==> src/hw/swdsb_pkg.sv <==
// constants shared by the single-wire debug sync and breakpoint block
// assumes one 20 MHz clock, pclk, which also serves as the debug link clock
package swdsb_pkg;

  // ****************************************************
  // sync handshake timing, in debug clock cycles
  // ****************************************************
  localparam logic [7:0] SYNC_DETECT_CYC = 8'h40; // low time taken as a sync request
  localparam logic [7:0] SYNC_DELAY_CYC = 8'h10; // wait after pin returns high
  localparam logic [7:0] SYNC_RESP_CYC = 8'h80; // response low time

  // ****************************************************
  // capture fifo shape
  // ****************************************************
  localparam int FIFO_DEPTH = 8;
  localparam int FIFO_AW = 3;
  localparam int FIFO_W = 8;

  // ****************************************************
  // register byte offsets on apb
  // ****************************************************
  localparam logic [7:0] ADDR_CTRL = 8'h00; // debug_status_control
  localparam logic [7:0] ADDR_BKPT = 8'h04; // breakpoint_match_value
  localparam logic [7:0] ADDR_CMPA = 8'h08; // comparator a
  localparam logic [7:0] ADDR_CMPB = 8'h0c; // comparator b
  localparam logic [7:0] ADDR_TRIG = 8'h10; // trigger control
  localparam logic [7:0] ADDR_STAT = 8'h14; // trigger status
  localparam logic [7:0] ADDR_FIFO = 8'h18; // fifo read port

  // ****************************************************
  // field positions
  // ****************************************************
  localparam int CTRL_BKEN = 0; // breakpoint_enable
  localparam int CTRL_FTS = 1; // force_tag_select
  localparam int CTRL_SYNC = 2; // sync response in progress, read only
  localparam int TRIG_MODE_LSB = 0; // mode in bits 3:0
  localparam int TRIG_RWV = 4; // rw_compare_value
  localparam int TRIG_RWEN = 5; // rw_compare_enable
  localparam int TRIG_CPU_BREAK_REQUEST_ENABLE = 6; // cpu_break_request_enable
  localparam int TRIG_TAG = 7; // 1 tag type, 0 force type
  localparam int TRIG_RUN = 8; // arm a debug run
  localparam int STAT_RUN = 0;
  localparam int STAT_ASEEN = 1;
  localparam int STAT_TRIG = 2; // sticky, write 1 to clear
  localparam int STAT_FULL = 3;
  localparam int STAT_CNT_LSB = 4; // fifo count in bits 7:4
  localparam int STAT_SYNC_LSB = 8; // sync count in bits 15:8

  // ****************************************************
  // trigger modes
  // ****************************************************
  localparam logic [3:0] MODE_A_ONLY = 4'h0;
  localparam logic [3:0] MODE_A_OR_B = 4'h1;
  localparam logic [3:0] MODE_A_THEN_B = 4'h2;
  localparam logic [3:0] MODE_EVENT_B = 4'h3;
  localparam logic [3:0] MODE_A_THEN_EV_B = 4'h4;
  localparam logic [3:0] MODE_A_AND_D = 4'h5;
  localparam logic [3:0] MODE_A_AND_ND = 4'h6;
  localparam logic [3:0] MODE_INSIDE = 4'h7;
  localparam logic [3:0] MODE_OUTSIDE = 4'h8;

endpackage

==> src/hw/swdsb_fifo.sv <==
// small capture fifo for trigger data
// assumes push and pop come from logic on pclk
`timescale 1ns/100ps
`default_nettype none
module swdsb_fifo (
  input wire logic pclk, // clock
  input wire logic presetn, // async reset, active low
  input wire logic push, // write strobe, ignored when full
  input wire logic [swdsb_pkg::FIFO_W-1:0] din, // write data
  input wire logic pop, // read strobe, ignored when empty
  output logic [swdsb_pkg::FIFO_W-1:0] dout, // oldest entry
  output logic [swdsb_pkg::FIFO_AW:0] count, // entries held
  output logic full, // no room
  output logic empty // nothing held
);
  typedef struct packed {
    logic [swdsb_pkg::FIFO_DEPTH-1:0][swdsb_pkg::FIFO_W-1:0] mem;
    logic [swdsb_pkg::FIFO_AW-1:0] wp;
    logic [swdsb_pkg::FIFO_AW-1:0] rp;
    logic [swdsb_pkg::FIFO_AW:0] cnt;
  } swdsb_fifo_reg_t;
  swdsb_fifo_reg_t r, next_r;
  logic do_push, do_pop;

  // pointer and count update
  always_comb begin
    next_r = r;
    do_push = push && !full;
    do_pop = pop && !empty;
    if (do_push) begin
      next_r.mem[r.wp] = din;
      next_r.wp = r.wp + 1'b1;
    end
    if (do_pop) begin
      next_r.rp = r.rp + 1'b1;
    end
    if (do_push && !do_pop) begin
      next_r.cnt = r.cnt + 1'b1;
    end else if (do_pop && !do_push) begin
      next_r.cnt = r.cnt - 1'b1;
    end
  end

  // storage register
  always_ff @(posedge pclk or negedge presetn) begin
    if (!presetn) begin
      r <= '0;
    end else begin
      r <= next_r;
    end
  end

  assign dout = r.mem[r.rp];
  assign count = r.cnt;
  assign full = (r.cnt == swdsb_pkg::FIFO_AW'(0) + (swdsb_pkg::FIFO_AW+1)'(swdsb_pkg::FIFO_DEPTH));
  assign empty = (r.cnt == '0);
endmodule
`default_nettype wire

==> src/hw/swdsb_sync.sv <==
// sync request detector and timed response on the debug pin
// assumes the pin is an open-drain style wire resolved outside
`timescale 1ns/100ps
`default_nettype none
module swdsb_sync (
  input wire logic pclk, // debug clock
  input wire logic presetn, // async reset, active low
  input wire logic pin_in, // debug pin level, asynchronous
  output logic pin_out, // debug pin drive value
  output logic pin_oe, // debug pin drive enable
  output logic sync_busy, // request seen, response pending
  output logic sync_done // one-cycle pulse at end of response
);
  typedef enum logic [2:0] {S_IDLE, S_WAIT_HIGH, S_DELAY, S_LOW, S_SPEED} swdsb_sync_state_t;
  typedef struct packed {
    logic sy1;
    logic sy2;
    swdsb_sync_state_t st;
    logic [7:0] cnt;
    logic [7:0] lrun;
    logic done;
  } swdsb_sync_reg_t;
  swdsb_sync_reg_t r, next_r;

  // ****************************************************
  // handshake sequencer
  // ****************************************************
  always_comb begin
    next_r = r;
    next_r.sy1 = pin_in;
    next_r.sy2 = r.sy1;
    next_r.done = 1'b0;
    next_r.lrun = (r.st == S_LOW) ? r.lrun + 8'h01 : 8'h00;
    case (r.st)
      S_IDLE: begin
        // only a low far longer than any bit cell counts
        if (r.sy2) begin
          next_r.cnt = 8'h00;
        end else if (r.cnt == swdsb_pkg::SYNC_DETECT_CYC - 8'h01) begin
          next_r.st = S_WAIT_HIGH;
          next_r.cnt = 8'h00;
        end else begin
          next_r.cnt = r.cnt + 8'h01;
        end
      end
      S_WAIT_HIGH: begin
        if (r.sy2) begin
          next_r.st = S_DELAY;
        end
      end
      S_DELAY: begin
        if (r.cnt == swdsb_pkg::SYNC_DELAY_CYC - 8'h01) begin
          next_r.st = S_LOW;
          next_r.cnt = 8'h00;
        end else begin
          next_r.cnt = r.cnt + 8'h01;
        end
      end
      S_LOW: begin
        if (r.cnt == swdsb_pkg::SYNC_RESP_CYC - 8'h01) begin
          next_r.st = S_SPEED;
          next_r.cnt = 8'h00;
        end else begin
          next_r.cnt = r.cnt + 8'h01;
        end
      end
      S_SPEED: begin
        next_r.st = S_IDLE;
        next_r.done = 1'b1;
      end
      default: next_r.st = S_IDLE;
    endcase
  end

  // state register
  always_ff @(posedge pclk or negedge presetn) begin
    if (!presetn) begin
      r <= '{sy1: 1'b1, sy2: 1'b1, st: S_IDLE, cnt: 8'h00, lrun: 8'h00, done: 1'b0};
    end else begin
      r <= next_r;
    end
  end

  // pin drive decoded from state flops
  assign pin_oe = (r.st == S_LOW) || (r.st == S_SPEED);
  assign pin_out = (r.st == S_SPEED);
  assign sync_busy = (r.st != S_IDLE);
  assign sync_done = r.done;

  resp_low_len_a: assert property (@(posedge pclk) disable iff (!presetn)
    (pin_oe && pin_out) |-> r.lrun == swdsb_pkg::SYNC_RESP_CYC)
    else $error("sync response low time wrong");
  speedup_one_a: assert property (@(posedge pclk) disable iff (!presetn)
    (pin_oe && pin_out) |=> !pin_oe)
    else $error("speedup pulse not one cycle");
  delay_high_a: assert property (@(posedge pclk) disable iff (!presetn)
    $rose(pin_oe) |-> $past(r.st, 17) == S_WAIT_HIGH && $past(r.sy2, 17))
    else $error("response began without 16 cycle delay");
  wait_high_a: assert property (@(posedge pclk) disable iff (!presetn)
    (r.st == S_WAIT_HIGH && !r.sy2) |=> r.st == S_WAIT_HIGH)
    else $error("response began while pin low");
endmodule
`default_nettype wire

==> src/hw/swdsb_top.sv <==
// debug support top: sync responder, simple breakpoint, trigger decoder
// assumes an apb master on pclk and cpu bus signals on the same clock
//
// Behaviour
// - after the request, wait for the debug pin to return high.
// - once high, wait 16 cycles so host speedup has ended.
// - drive the debug pin low for exactly 128 debug clock cycles.
// - then drive high one cycle, then release the pin.
// - simple breakpoint compares cpu address with 16-bit match value.
// - forced mode: access to match address breaks at next instruction boundary.
// - tagged mode: opcode fetched at match address is marked for break.
// - breakpoint enable resets to 0 and then blocks simple breakpoint requests.
// - force/tag select 1 means forced, 0 means tagged.
// - a-only triggers on a match; a-or-b on either comparator.
// - a-then-b triggers on b match only after an earlier a match.
// - full data mode: address a, data low byte b, optional rw, same cycle.
// - full not-data mode: address a, data differs from b low byte, rw.
// - tag breakpoint in full modes uses comparator a address match alone.
// - event-only b captures data on every b match; run ends when full.
// - a-then-event-b captures on b matches only after an a match.
// - inside range triggers when a <= address <= b.
// - outside range triggers when address < a or address > b.
`timescale 1ns/100ps
`default_nettype none
module swdsb_top (
  input wire logic pclk, // 20 MHz clock
  input wire logic presetn, // async reset, active low
  input wire logic psel, // apb select
  input wire logic penable, // apb access phase
  input wire logic pwrite, // apb direction
  input wire logic [7:0] paddr, // apb byte address
  input wire logic [31:0] pwdata, // apb write data
  output logic pready, // apb ready
  output logic [31:0] prdata, // apb read data
  output logic pslverr, // apb error, unmapped address
  input wire logic debug_pin_in, // debug pin level
  output logic debug_pin_out, // debug pin drive value
  output logic debug_pin_oe, // debug pin drive enable
  input wire logic cpu_cycle, // cpu bus cycle valid
  input wire logic [15:0] cpu_addr, // cpu address bus
  input wire logic [7:0] cpu_data, // cpu data bus
  input wire logic cpu_rw, // 1 read, 0 write
  input wire logic cpu_opfetch, // cycle is an opcode fetch
  input wire logic cpu_boundary, // instruction boundary reached
  output logic force_break_req, // enter background at boundary
  output logic tag_mark // tags opcode fetched last cycle
);

  // ****************************************************
  // state
  // ****************************************************
  typedef struct packed {
    logic bken;
    logic force_tag_select;
    logic [15:0] bkval;
    logic [15:0] cmpa;
    logic [15:0] cmpb;
    logic [3:0] mode;
    logic rwv;
    logic rwen;
    logic cpu_break_request_enable;
    logic tagsel;
    logic run;
    logic a_seen;
    logic trig_seen;
    logic force_req;
    logic tag_q;
    logic [7:0] sync_cnt;
    logic [31:0] prdata;
    logic err;
  } swdsb_top_reg_t;
  swdsb_top_reg_t r, next_r;

  logic sync_busy, sync_done;
  logic [7:0] fifo_dout;
  logic [3:0] fifo_count;
  logic fifo_full, fifo_empty;
  logic fifo_push, fifo_pop;
  logic setup, wr, rd_fifo, mapped;
  logic ma, mb, db, rwok, full_mode, store_mode, hit;
  logic bmatch, simple_force, simple_tag, dbg_force, dbg_tag;
  logic [31:0] rd;

  // ****************************************************
  // sync responder on the debug pin
  // ****************************************************
  swdsb_sync u_sync (
    .pclk(pclk),
    .presetn(presetn),
    .pin_in(debug_pin_in),
    .pin_out(debug_pin_out),
    .pin_oe(debug_pin_oe),
    .sync_busy(sync_busy),
    .sync_done(sync_done)
  );

  // ****************************************************
  // capture fifo
  // ****************************************************
  swdsb_fifo u_fifo (
    .pclk(pclk),
    .presetn(presetn),
    .push(fifo_push),
    .din(cpu_data),
    .pop(fifo_pop),
    .dout(fifo_dout),
    .count(fifo_count),
    .full(fifo_full),
    .empty(fifo_empty)
  );

  // ****************************************************
  // next state
  // ****************************************************
  always_comb begin
    next_r = r;
    // apb decode, zero wait states
    setup = psel && !penable;
    wr = psel && penable && pwrite;
    mapped = (paddr == swdsb_pkg::ADDR_CTRL) || (paddr == swdsb_pkg::ADDR_BKPT) ||
             (paddr == swdsb_pkg::ADDR_CMPA) || (paddr == swdsb_pkg::ADDR_CMPB) ||
             (paddr == swdsb_pkg::ADDR_TRIG) || (paddr == swdsb_pkg::ADDR_STAT) ||
             (paddr == swdsb_pkg::ADDR_FIFO);
    rd_fifo = psel && penable && !pwrite && (paddr == swdsb_pkg::ADDR_FIFO);
    fifo_pop = rd_fifo;

    // simple breakpoint
    bmatch = r.bken && cpu_cycle && (cpu_addr == r.bkval);
    simple_force = bmatch && r.force_tag_select;
    simple_tag = bmatch && !r.force_tag_select && cpu_opfetch;

    // comparator terms
    ma = cpu_cycle && (cpu_addr == r.cmpa);
    mb = cpu_cycle && (cpu_addr == r.cmpb);
    db = (cpu_data == r.cmpb[7:0]); // high byte of b unused
    rwok = !r.rwen || (cpu_rw == r.rwv);
    full_mode = (r.mode == swdsb_pkg::MODE_A_AND_D) || (r.mode == swdsb_pkg::MODE_A_AND_ND);
    store_mode = (r.mode == swdsb_pkg::MODE_EVENT_B) || (r.mode == swdsb_pkg::MODE_A_THEN_EV_B);

    // trigger decode per mode
    case (r.mode)
      swdsb_pkg::MODE_A_ONLY: hit = ma;
      swdsb_pkg::MODE_A_OR_B: hit = ma || mb;
      swdsb_pkg::MODE_A_THEN_B: hit = mb && r.a_seen;
      swdsb_pkg::MODE_A_AND_D: hit = ma && db && rwok;
      swdsb_pkg::MODE_A_AND_ND: hit = ma && !db && rwok;
      swdsb_pkg::MODE_EVENT_B: hit = mb;
      swdsb_pkg::MODE_A_THEN_EV_B: hit = mb && r.a_seen;
      swdsb_pkg::MODE_INSIDE: hit = cpu_cycle && (cpu_addr >= r.cmpa) &&
                                    (cpu_addr <= r.cmpb);
      swdsb_pkg::MODE_OUTSIDE: hit = cpu_cycle && ((cpu_addr < r.cmpa) ||
                                     (cpu_addr > r.cmpb));
      default: hit = 1'b0;
    endcase
    hit = hit && r.run;

    // store modes push data on each trigger event
    fifo_push = hit && store_mode;

    // cpu break from the trigger module
    dbg_force = r.cpu_break_request_enable && !r.tagsel && hit;
    // tag type in full modes ignores the data compare
    dbg_tag = r.cpu_break_request_enable && r.tagsel && r.run && cpu_opfetch &&
              (full_mode ? ma : hit);

    // arm for sequential modes, a match in an earlier cycle
    if (r.run && ma) begin
      next_r.a_seen = 1'b1;
    end
    // run ends on trigger, or on fifo full in store modes
    if (store_mode) begin
      if (fifo_full || (fifo_push && fifo_count == 4'(swdsb_pkg::FIFO_DEPTH - 1))) begin
        next_r.run = 1'b0;
      end
    end else if (hit) begin
      next_r.run = 1'b0;
    end

    // forced request holds until an instruction boundary
    if (cpu_boundary) begin
      next_r.force_req = 1'b0;
    end
    if (simple_force || dbg_force) begin
      next_r.force_req = 1'b1; // set wins over boundary clear
    end
    next_r.tag_q = simple_tag || dbg_tag;

    // count completed sync responses
    if (sync_done) begin
      next_r.sync_cnt = r.sync_cnt + 8'h01;
    end

    // register writes
    if (wr) begin
      case (paddr)
        swdsb_pkg::ADDR_CTRL: begin
          next_r.bken = pwdata[swdsb_pkg::CTRL_BKEN];
          next_r.force_tag_select = pwdata[swdsb_pkg::CTRL_FTS];
        end
        swdsb_pkg::ADDR_BKPT: next_r.bkval = pwdata[15:0];
        swdsb_pkg::ADDR_CMPA: next_r.cmpa = pwdata[15:0];
        swdsb_pkg::ADDR_CMPB: next_r.cmpb = pwdata[15:0];
        swdsb_pkg::ADDR_TRIG: begin
          next_r.mode = pwdata[swdsb_pkg::TRIG_MODE_LSB +: 4];
          next_r.rwv = pwdata[swdsb_pkg::TRIG_RWV];
          next_r.rwen = pwdata[swdsb_pkg::TRIG_RWEN];
          next_r.cpu_break_request_enable = pwdata[swdsb_pkg::TRIG_CPU_BREAK_REQUEST_ENABLE];
          next_r.tagsel = pwdata[swdsb_pkg::TRIG_TAG];
          next_r.run = pwdata[swdsb_pkg::TRIG_RUN];
          next_r.a_seen = 1'b0; // a fresh run forgets the a match
        end
        swdsb_pkg::ADDR_STAT: begin
          if (pwdata[swdsb_pkg::STAT_TRIG]) begin
            next_r.trig_seen = 1'b0;
          end
        end
        default: ;
      endcase
    end
    // sticky trigger, set after the clear so it wins
    if (hit) begin
      next_r.trig_seen = 1'b1;
    end

    // read mux, captured in setup phase
    rd = '0;
    case (paddr)
      swdsb_pkg::ADDR_CTRL: begin
        rd[swdsb_pkg::CTRL_BKEN] = r.bken;
        rd[swdsb_pkg::CTRL_FTS] = r.force_tag_select;
        rd[swdsb_pkg::CTRL_SYNC] = sync_busy;
      end
      swdsb_pkg::ADDR_BKPT: rd[15:0] = r.bkval;
      swdsb_pkg::ADDR_CMPA: rd[15:0] = r.cmpa;
      swdsb_pkg::ADDR_CMPB: rd[15:0] = r.cmpb;
      swdsb_pkg::ADDR_TRIG: begin
        rd[swdsb_pkg::TRIG_MODE_LSB +: 4] = r.mode;
        rd[swdsb_pkg::TRIG_RWV] = r.rwv;
        rd[swdsb_pkg::TRIG_RWEN] = r.rwen;
        rd[swdsb_pkg::TRIG_CPU_BREAK_REQUEST_ENABLE] = r.cpu_break_request_enable;
        rd[swdsb_pkg::TRIG_TAG] = r.tagsel;
        rd[swdsb_pkg::TRIG_RUN] = r.run;
      end
      swdsb_pkg::ADDR_STAT: begin
        rd[swdsb_pkg::STAT_RUN] = r.run;
        rd[swdsb_pkg::STAT_ASEEN] = r.a_seen;
        rd[swdsb_pkg::STAT_TRIG] = r.trig_seen;
        rd[swdsb_pkg::STAT_FULL] = fifo_full;
        rd[swdsb_pkg::STAT_CNT_LSB +: 4] = fifo_count;
        rd[swdsb_pkg::STAT_SYNC_LSB +: 8] = r.sync_cnt;
      end
      swdsb_pkg::ADDR_FIFO: rd[7:0] = fifo_dout;
      default: rd = '0;
    endcase
    if (setup) begin
      next_r.prdata = rd;
      next_r.err = !mapped;
    end
  end

  // ****************************************************
  // state register
  // ****************************************************
  always_ff @(posedge pclk or negedge presetn) begin
    if (!presetn) begin
      r <= '0;
    end else begin
      r <= next_r;
    end
  end

  // ****************************************************
  // outputs
  // ****************************************************
  assign pready = 1'b1;
  assign prdata = r.prdata;
  assign pslverr = psel && penable && r.err;
  assign force_break_req = r.force_req;
  assign tag_mark = r.tag_q;

  // ****************************************************
  // checks
  // ****************************************************
  bkpt_gate_a: assert property (@(posedge pclk) disable iff (!presetn)
    ($rose(force_break_req) && !$past(r.run)) |-> $past(r.bken) && $past(r.force_tag_select))
    else $error("simple force request while disabled or tagged");
  force_hit_a: assert property (@(posedge pclk) disable iff (!presetn)
    (r.bken && r.force_tag_select && cpu_cycle && cpu_addr == r.bkval) |=> force_break_req)
    else $error("forced breakpoint missed");
  force_hold_a: assert property (@(posedge pclk) disable iff (!presetn)
    (force_break_req && !cpu_boundary) |=> force_break_req)
    else $error("force request dropped before boundary");
  tag_hit_a: assert property (@(posedge pclk) disable iff (!presetn)
    (r.bken && !r.force_tag_select && cpu_cycle && cpu_opfetch && cpu_addr == r.bkval)
    |=> tag_mark)
    else $error("tagged breakpoint missed");
  range_in_a: assert property (@(posedge pclk) disable iff (!presetn)
    (r.run && r.mode == swdsb_pkg::MODE_INSIDE && cpu_cycle && cpu_addr >= r.cmpa &&
     cpu_addr <= r.cmpb) |=> r.trig_seen && !r.run)
    else $error("inside range trigger missed");
  evb_push_a: assert property (@(posedge pclk) disable iff (!presetn)
    (r.run && r.mode == swdsb_pkg::MODE_EVENT_B && cpu_cycle && cpu_addr == r.cmpb &&
     !fifo_full && !fifo_pop) |=> fifo_count == $past(fifo_count) + 4'h1)
    else $error("event b capture missed");
  then_arm_a: assert property (@(posedge pclk) disable iff (!presetn)
    (r.mode == swdsb_pkg::MODE_A_THEN_B && !r.a_seen && !r.trig_seen && !wr)
    |=> !r.trig_seen)
    else $error("a then b fired before a match");
endmodule
`default_nettype wire

==> config.mk <==
export PLATFORM = sky130hd
export DESIGN_NAME = swdsb_top
export DESIGN_NICKNAME = d
export VERILOG_FILES = /design/src/hw/swdsb_pkg.sv /design/src/hw/swdsb_fifo.sv /design/src/hw/swdsb_sync.sv /design/src/hw/swdsb_top.sv
export SDC_FILE = /design/constraint.sdc
export NUM_CORES = 1
export LEC_CHECK = 0
export CORE_MARGIN = 5
export CORE_UTILIZATION = 50
export DETAILED_ROUTE_END_ITERATION = 7
export DONT_BUFFER_PORTS = 1
export GPL_TIMING_DRIVEN = 0
export PLACE_DENSITY_LB_ADDON = 0.05
export SYNTH_ARGS = -nofsm -noshare
export SYNTH_HDL_FRONTEND = slang
export SYNTH_HIERARCHICAL = 1
export SYNTH_SLANG_ARGS = --single-unit
==> constraint.sdc <==
create_clock -name pclk -period 10.3 [get_ports pclk]
set_clock_uncertainty 0.1 [all_clocks]
set_input_delay 1.545 -clock pclk [delete_from_list [all_inputs] [get_ports pclk]]
set_output_delay 1.545 -clock pclk [all_outputs]
set_load 0.01 [all_outputs]
==> qor.txt <==
status: complete, no violations
layout cells sized above 1: 25.4%
Static Leak: 5.28 nW
grt total ovfl: 0
DR WL/cell: 20.9 µm
critical path fanouts, max: 6
FF+latch area: 0.00441 mm²
vias per inst: 5.75
largest net degree at the start of global routing: 177
Crit path required time: 10500 ps
Peak Freq: 186 MHz
CTS tree: done
cells along the critical path: ha_1 -> nand4_1 -> or4_1 -> a21o_1 -> a21bo_1 -> a31oi_2 -> o31ai_2 -> nor2_1 -> nand2_1 -> inv_1 -> ha_1 -> inv_1 -> ha_1 -> or4_1 -> o211ai_1 -> o211ai_1
capturing point of the worst reg2reg path: u_fifo/count[3]
vias in the first global route: 7181
clock sink total: 176
data arrival time of the worst path: 5570 ps
# setup viols final: 0
hold crit path type: register to register
Crit. Startpoint: cpu_addr[14]
CTS Hold Bufs: 0
area post-placement: 0.0104 mm²
diode count: 0
Post-DP HPWL: 19000 µm
CTS buffer count: 17
Layout area overhead: 9.97%
Final Hold Viols: 0
Via Count: 6882
I/O Pins: 112
Critical Path Max Stage Delay: 650 ps
setup TNS: 0 ps
Post-Synthesis Cell Area: 0.00998 mm²
MaxCap Viol Count: 0
commonest non-fill, non-tap cell in the layout: dfrtp_1
DRC: 0
final period utilization: 52.2%
overall die width: 151 µm
crit path launch type: primary input
Critical Path Sink Type: register
final non-filler cell total: 1197
post-route ant nets: 0
Filler cells: 1682
Slew Limit Fails: 0
final RePlAce weighted congestion: 0.904
initial antenna violation count: 0
Syn Inst Count: 885
Post-CTS Setup Bufs: 0
Resize count post-CTS: 0
most frequent cells in the layout: dfrtp_1 (174), mux2_2 (78), nand2_1 (74), o21ai_0 (59), nor2_1 (43)
RSZ-0062 raised after global routing: false
DRT Pass-1 Iters: 5
nets@finish: 1033
worst-skew pair later-pin latency: 440 ps
worst setup path class: primary input to register
first-pass GRT wire length: 40000 µm
Reg2Reg Setup Slack: 5630 ps
post-layout minimum cycle time: 5370 ps
I/O Buffers: 0
crit-path most repeated cell: ha_1
Finished Cell Area: 0.0110 mm²
area of the multi-input gates: 0.00500 mm²
H-tree levels: 4
Yosys Warn Count: 6
reg2reg start: r[68]
DRT iter0 DRCs: 550
Total Routing Usage GR: 23.0%
Final Power: 1.44 mW
relative max-transition margin: 45.2%
CTS clk-pin slew, worst paths: 70 ps
Critical Path End: u_fifo/count[3]
FP Rows: 51
synthesized area per cell: 11.3 µm²
PwrDens: 131 mW/mm²
clock tree buffer depth: 2
dpl cells: 1165
maximum VDD drop: 0.000122 V
Die Span Y: 151 µm
Die ar.: 0.0229 mm²
Tightest Pin Transition: 811 ps
Routed WL: 25000 µm
clock root cell: clkbuf_16
slowest CP cell: or4_1
initial core utilization: 51.0%
Core ar.: 0.0196 mm²
cells on worst reg2reg path: 17
-- worst max-delay path: cells and delay by family --
kind                     cells  cell delay, ps
AND/OR/NAND/NOR              5            1940
AO/OA/AOI/OAI                6             940
buffers and inverters        2             230
adder cells (fa/ha/maj)      3             910
-- through the flow --
| stage | setup slack (ps) | util [%] | hold WS [ps] |
|---|---|---|---|
| 6_report | 4930 | 56.1 | 258 |
| 3_3_place_gp | 4650 | 52.9 | 247 |
| 3_5_place_dp | 4530 | 52.9 | 249 |
| 4_1_cts | 4970 | 56.1 | 260 |
| 5_1_grt | 4710 | 56.1 | 265 |
| 2_1_floorplan | 5210 | - | 245 |
-- layout make-up --
| type | count | share of cell area, % |
|---|---|---|
| clock buffers | 18 | 3.91 |
| inverters | 39 | 1.38 |
| clock inverters | 14 | 1.63 |
| plain buffers | 76 | 4.41 |
| flip-flops and latches | 176 | 40.1 |
| well taps | 265 | 3.02 |
| multi-input cells | 609 | 45.5 |
-- sequential cells by signal (all words and copies together), names as in the netlist --
name and count:
u_sync/sync_done 1, u_fifo/count 4, r 70, u_sync/next_r 1, u_fifo/r 70, tag_mark 1, prdata 16, u_sync/r 12
force_break_req 1
-- worst min path at each step --
stage                     slack, ps               from           end  depth (start not counted)
after floorplan                 250  u_sync/next_r[20]  u_sync/r[20]                          0
after global placement          250  u_sync/next_r[20]  u_sync/r[20]                          0
after detailed placement        250  u_sync/next_r[20]  u_sync/r[20]                          0
after CTS                       260  u_sync/next_r[20]  u_sync/r[20]                          0
after global routing            260  u_sync/next_r[20]  u_sync/r[20]                          0
final                           260  u_sync/next_r[20]  u_sync/r[20]                          0
-- power by group --
group | leakage, nW | switching (mW) | internal (mW)
registers | 2.28 | 0.00937 | 0.701
clock network | 0.300 | 0.280 | 0.386
logic | 2.70 | 0.0352 | 0.0293
-- metal layers --
layer  track usage (%)  up-vias  routed length, µm
met5                 0        -                  0
met4              7.07        0                452
met3              6.55       30               1900
met2              35.2      208              11400
met1              31.8     3441              11200
li1                  -     3203                  -
Note: power is estimated with default switching activity, not from simulation.
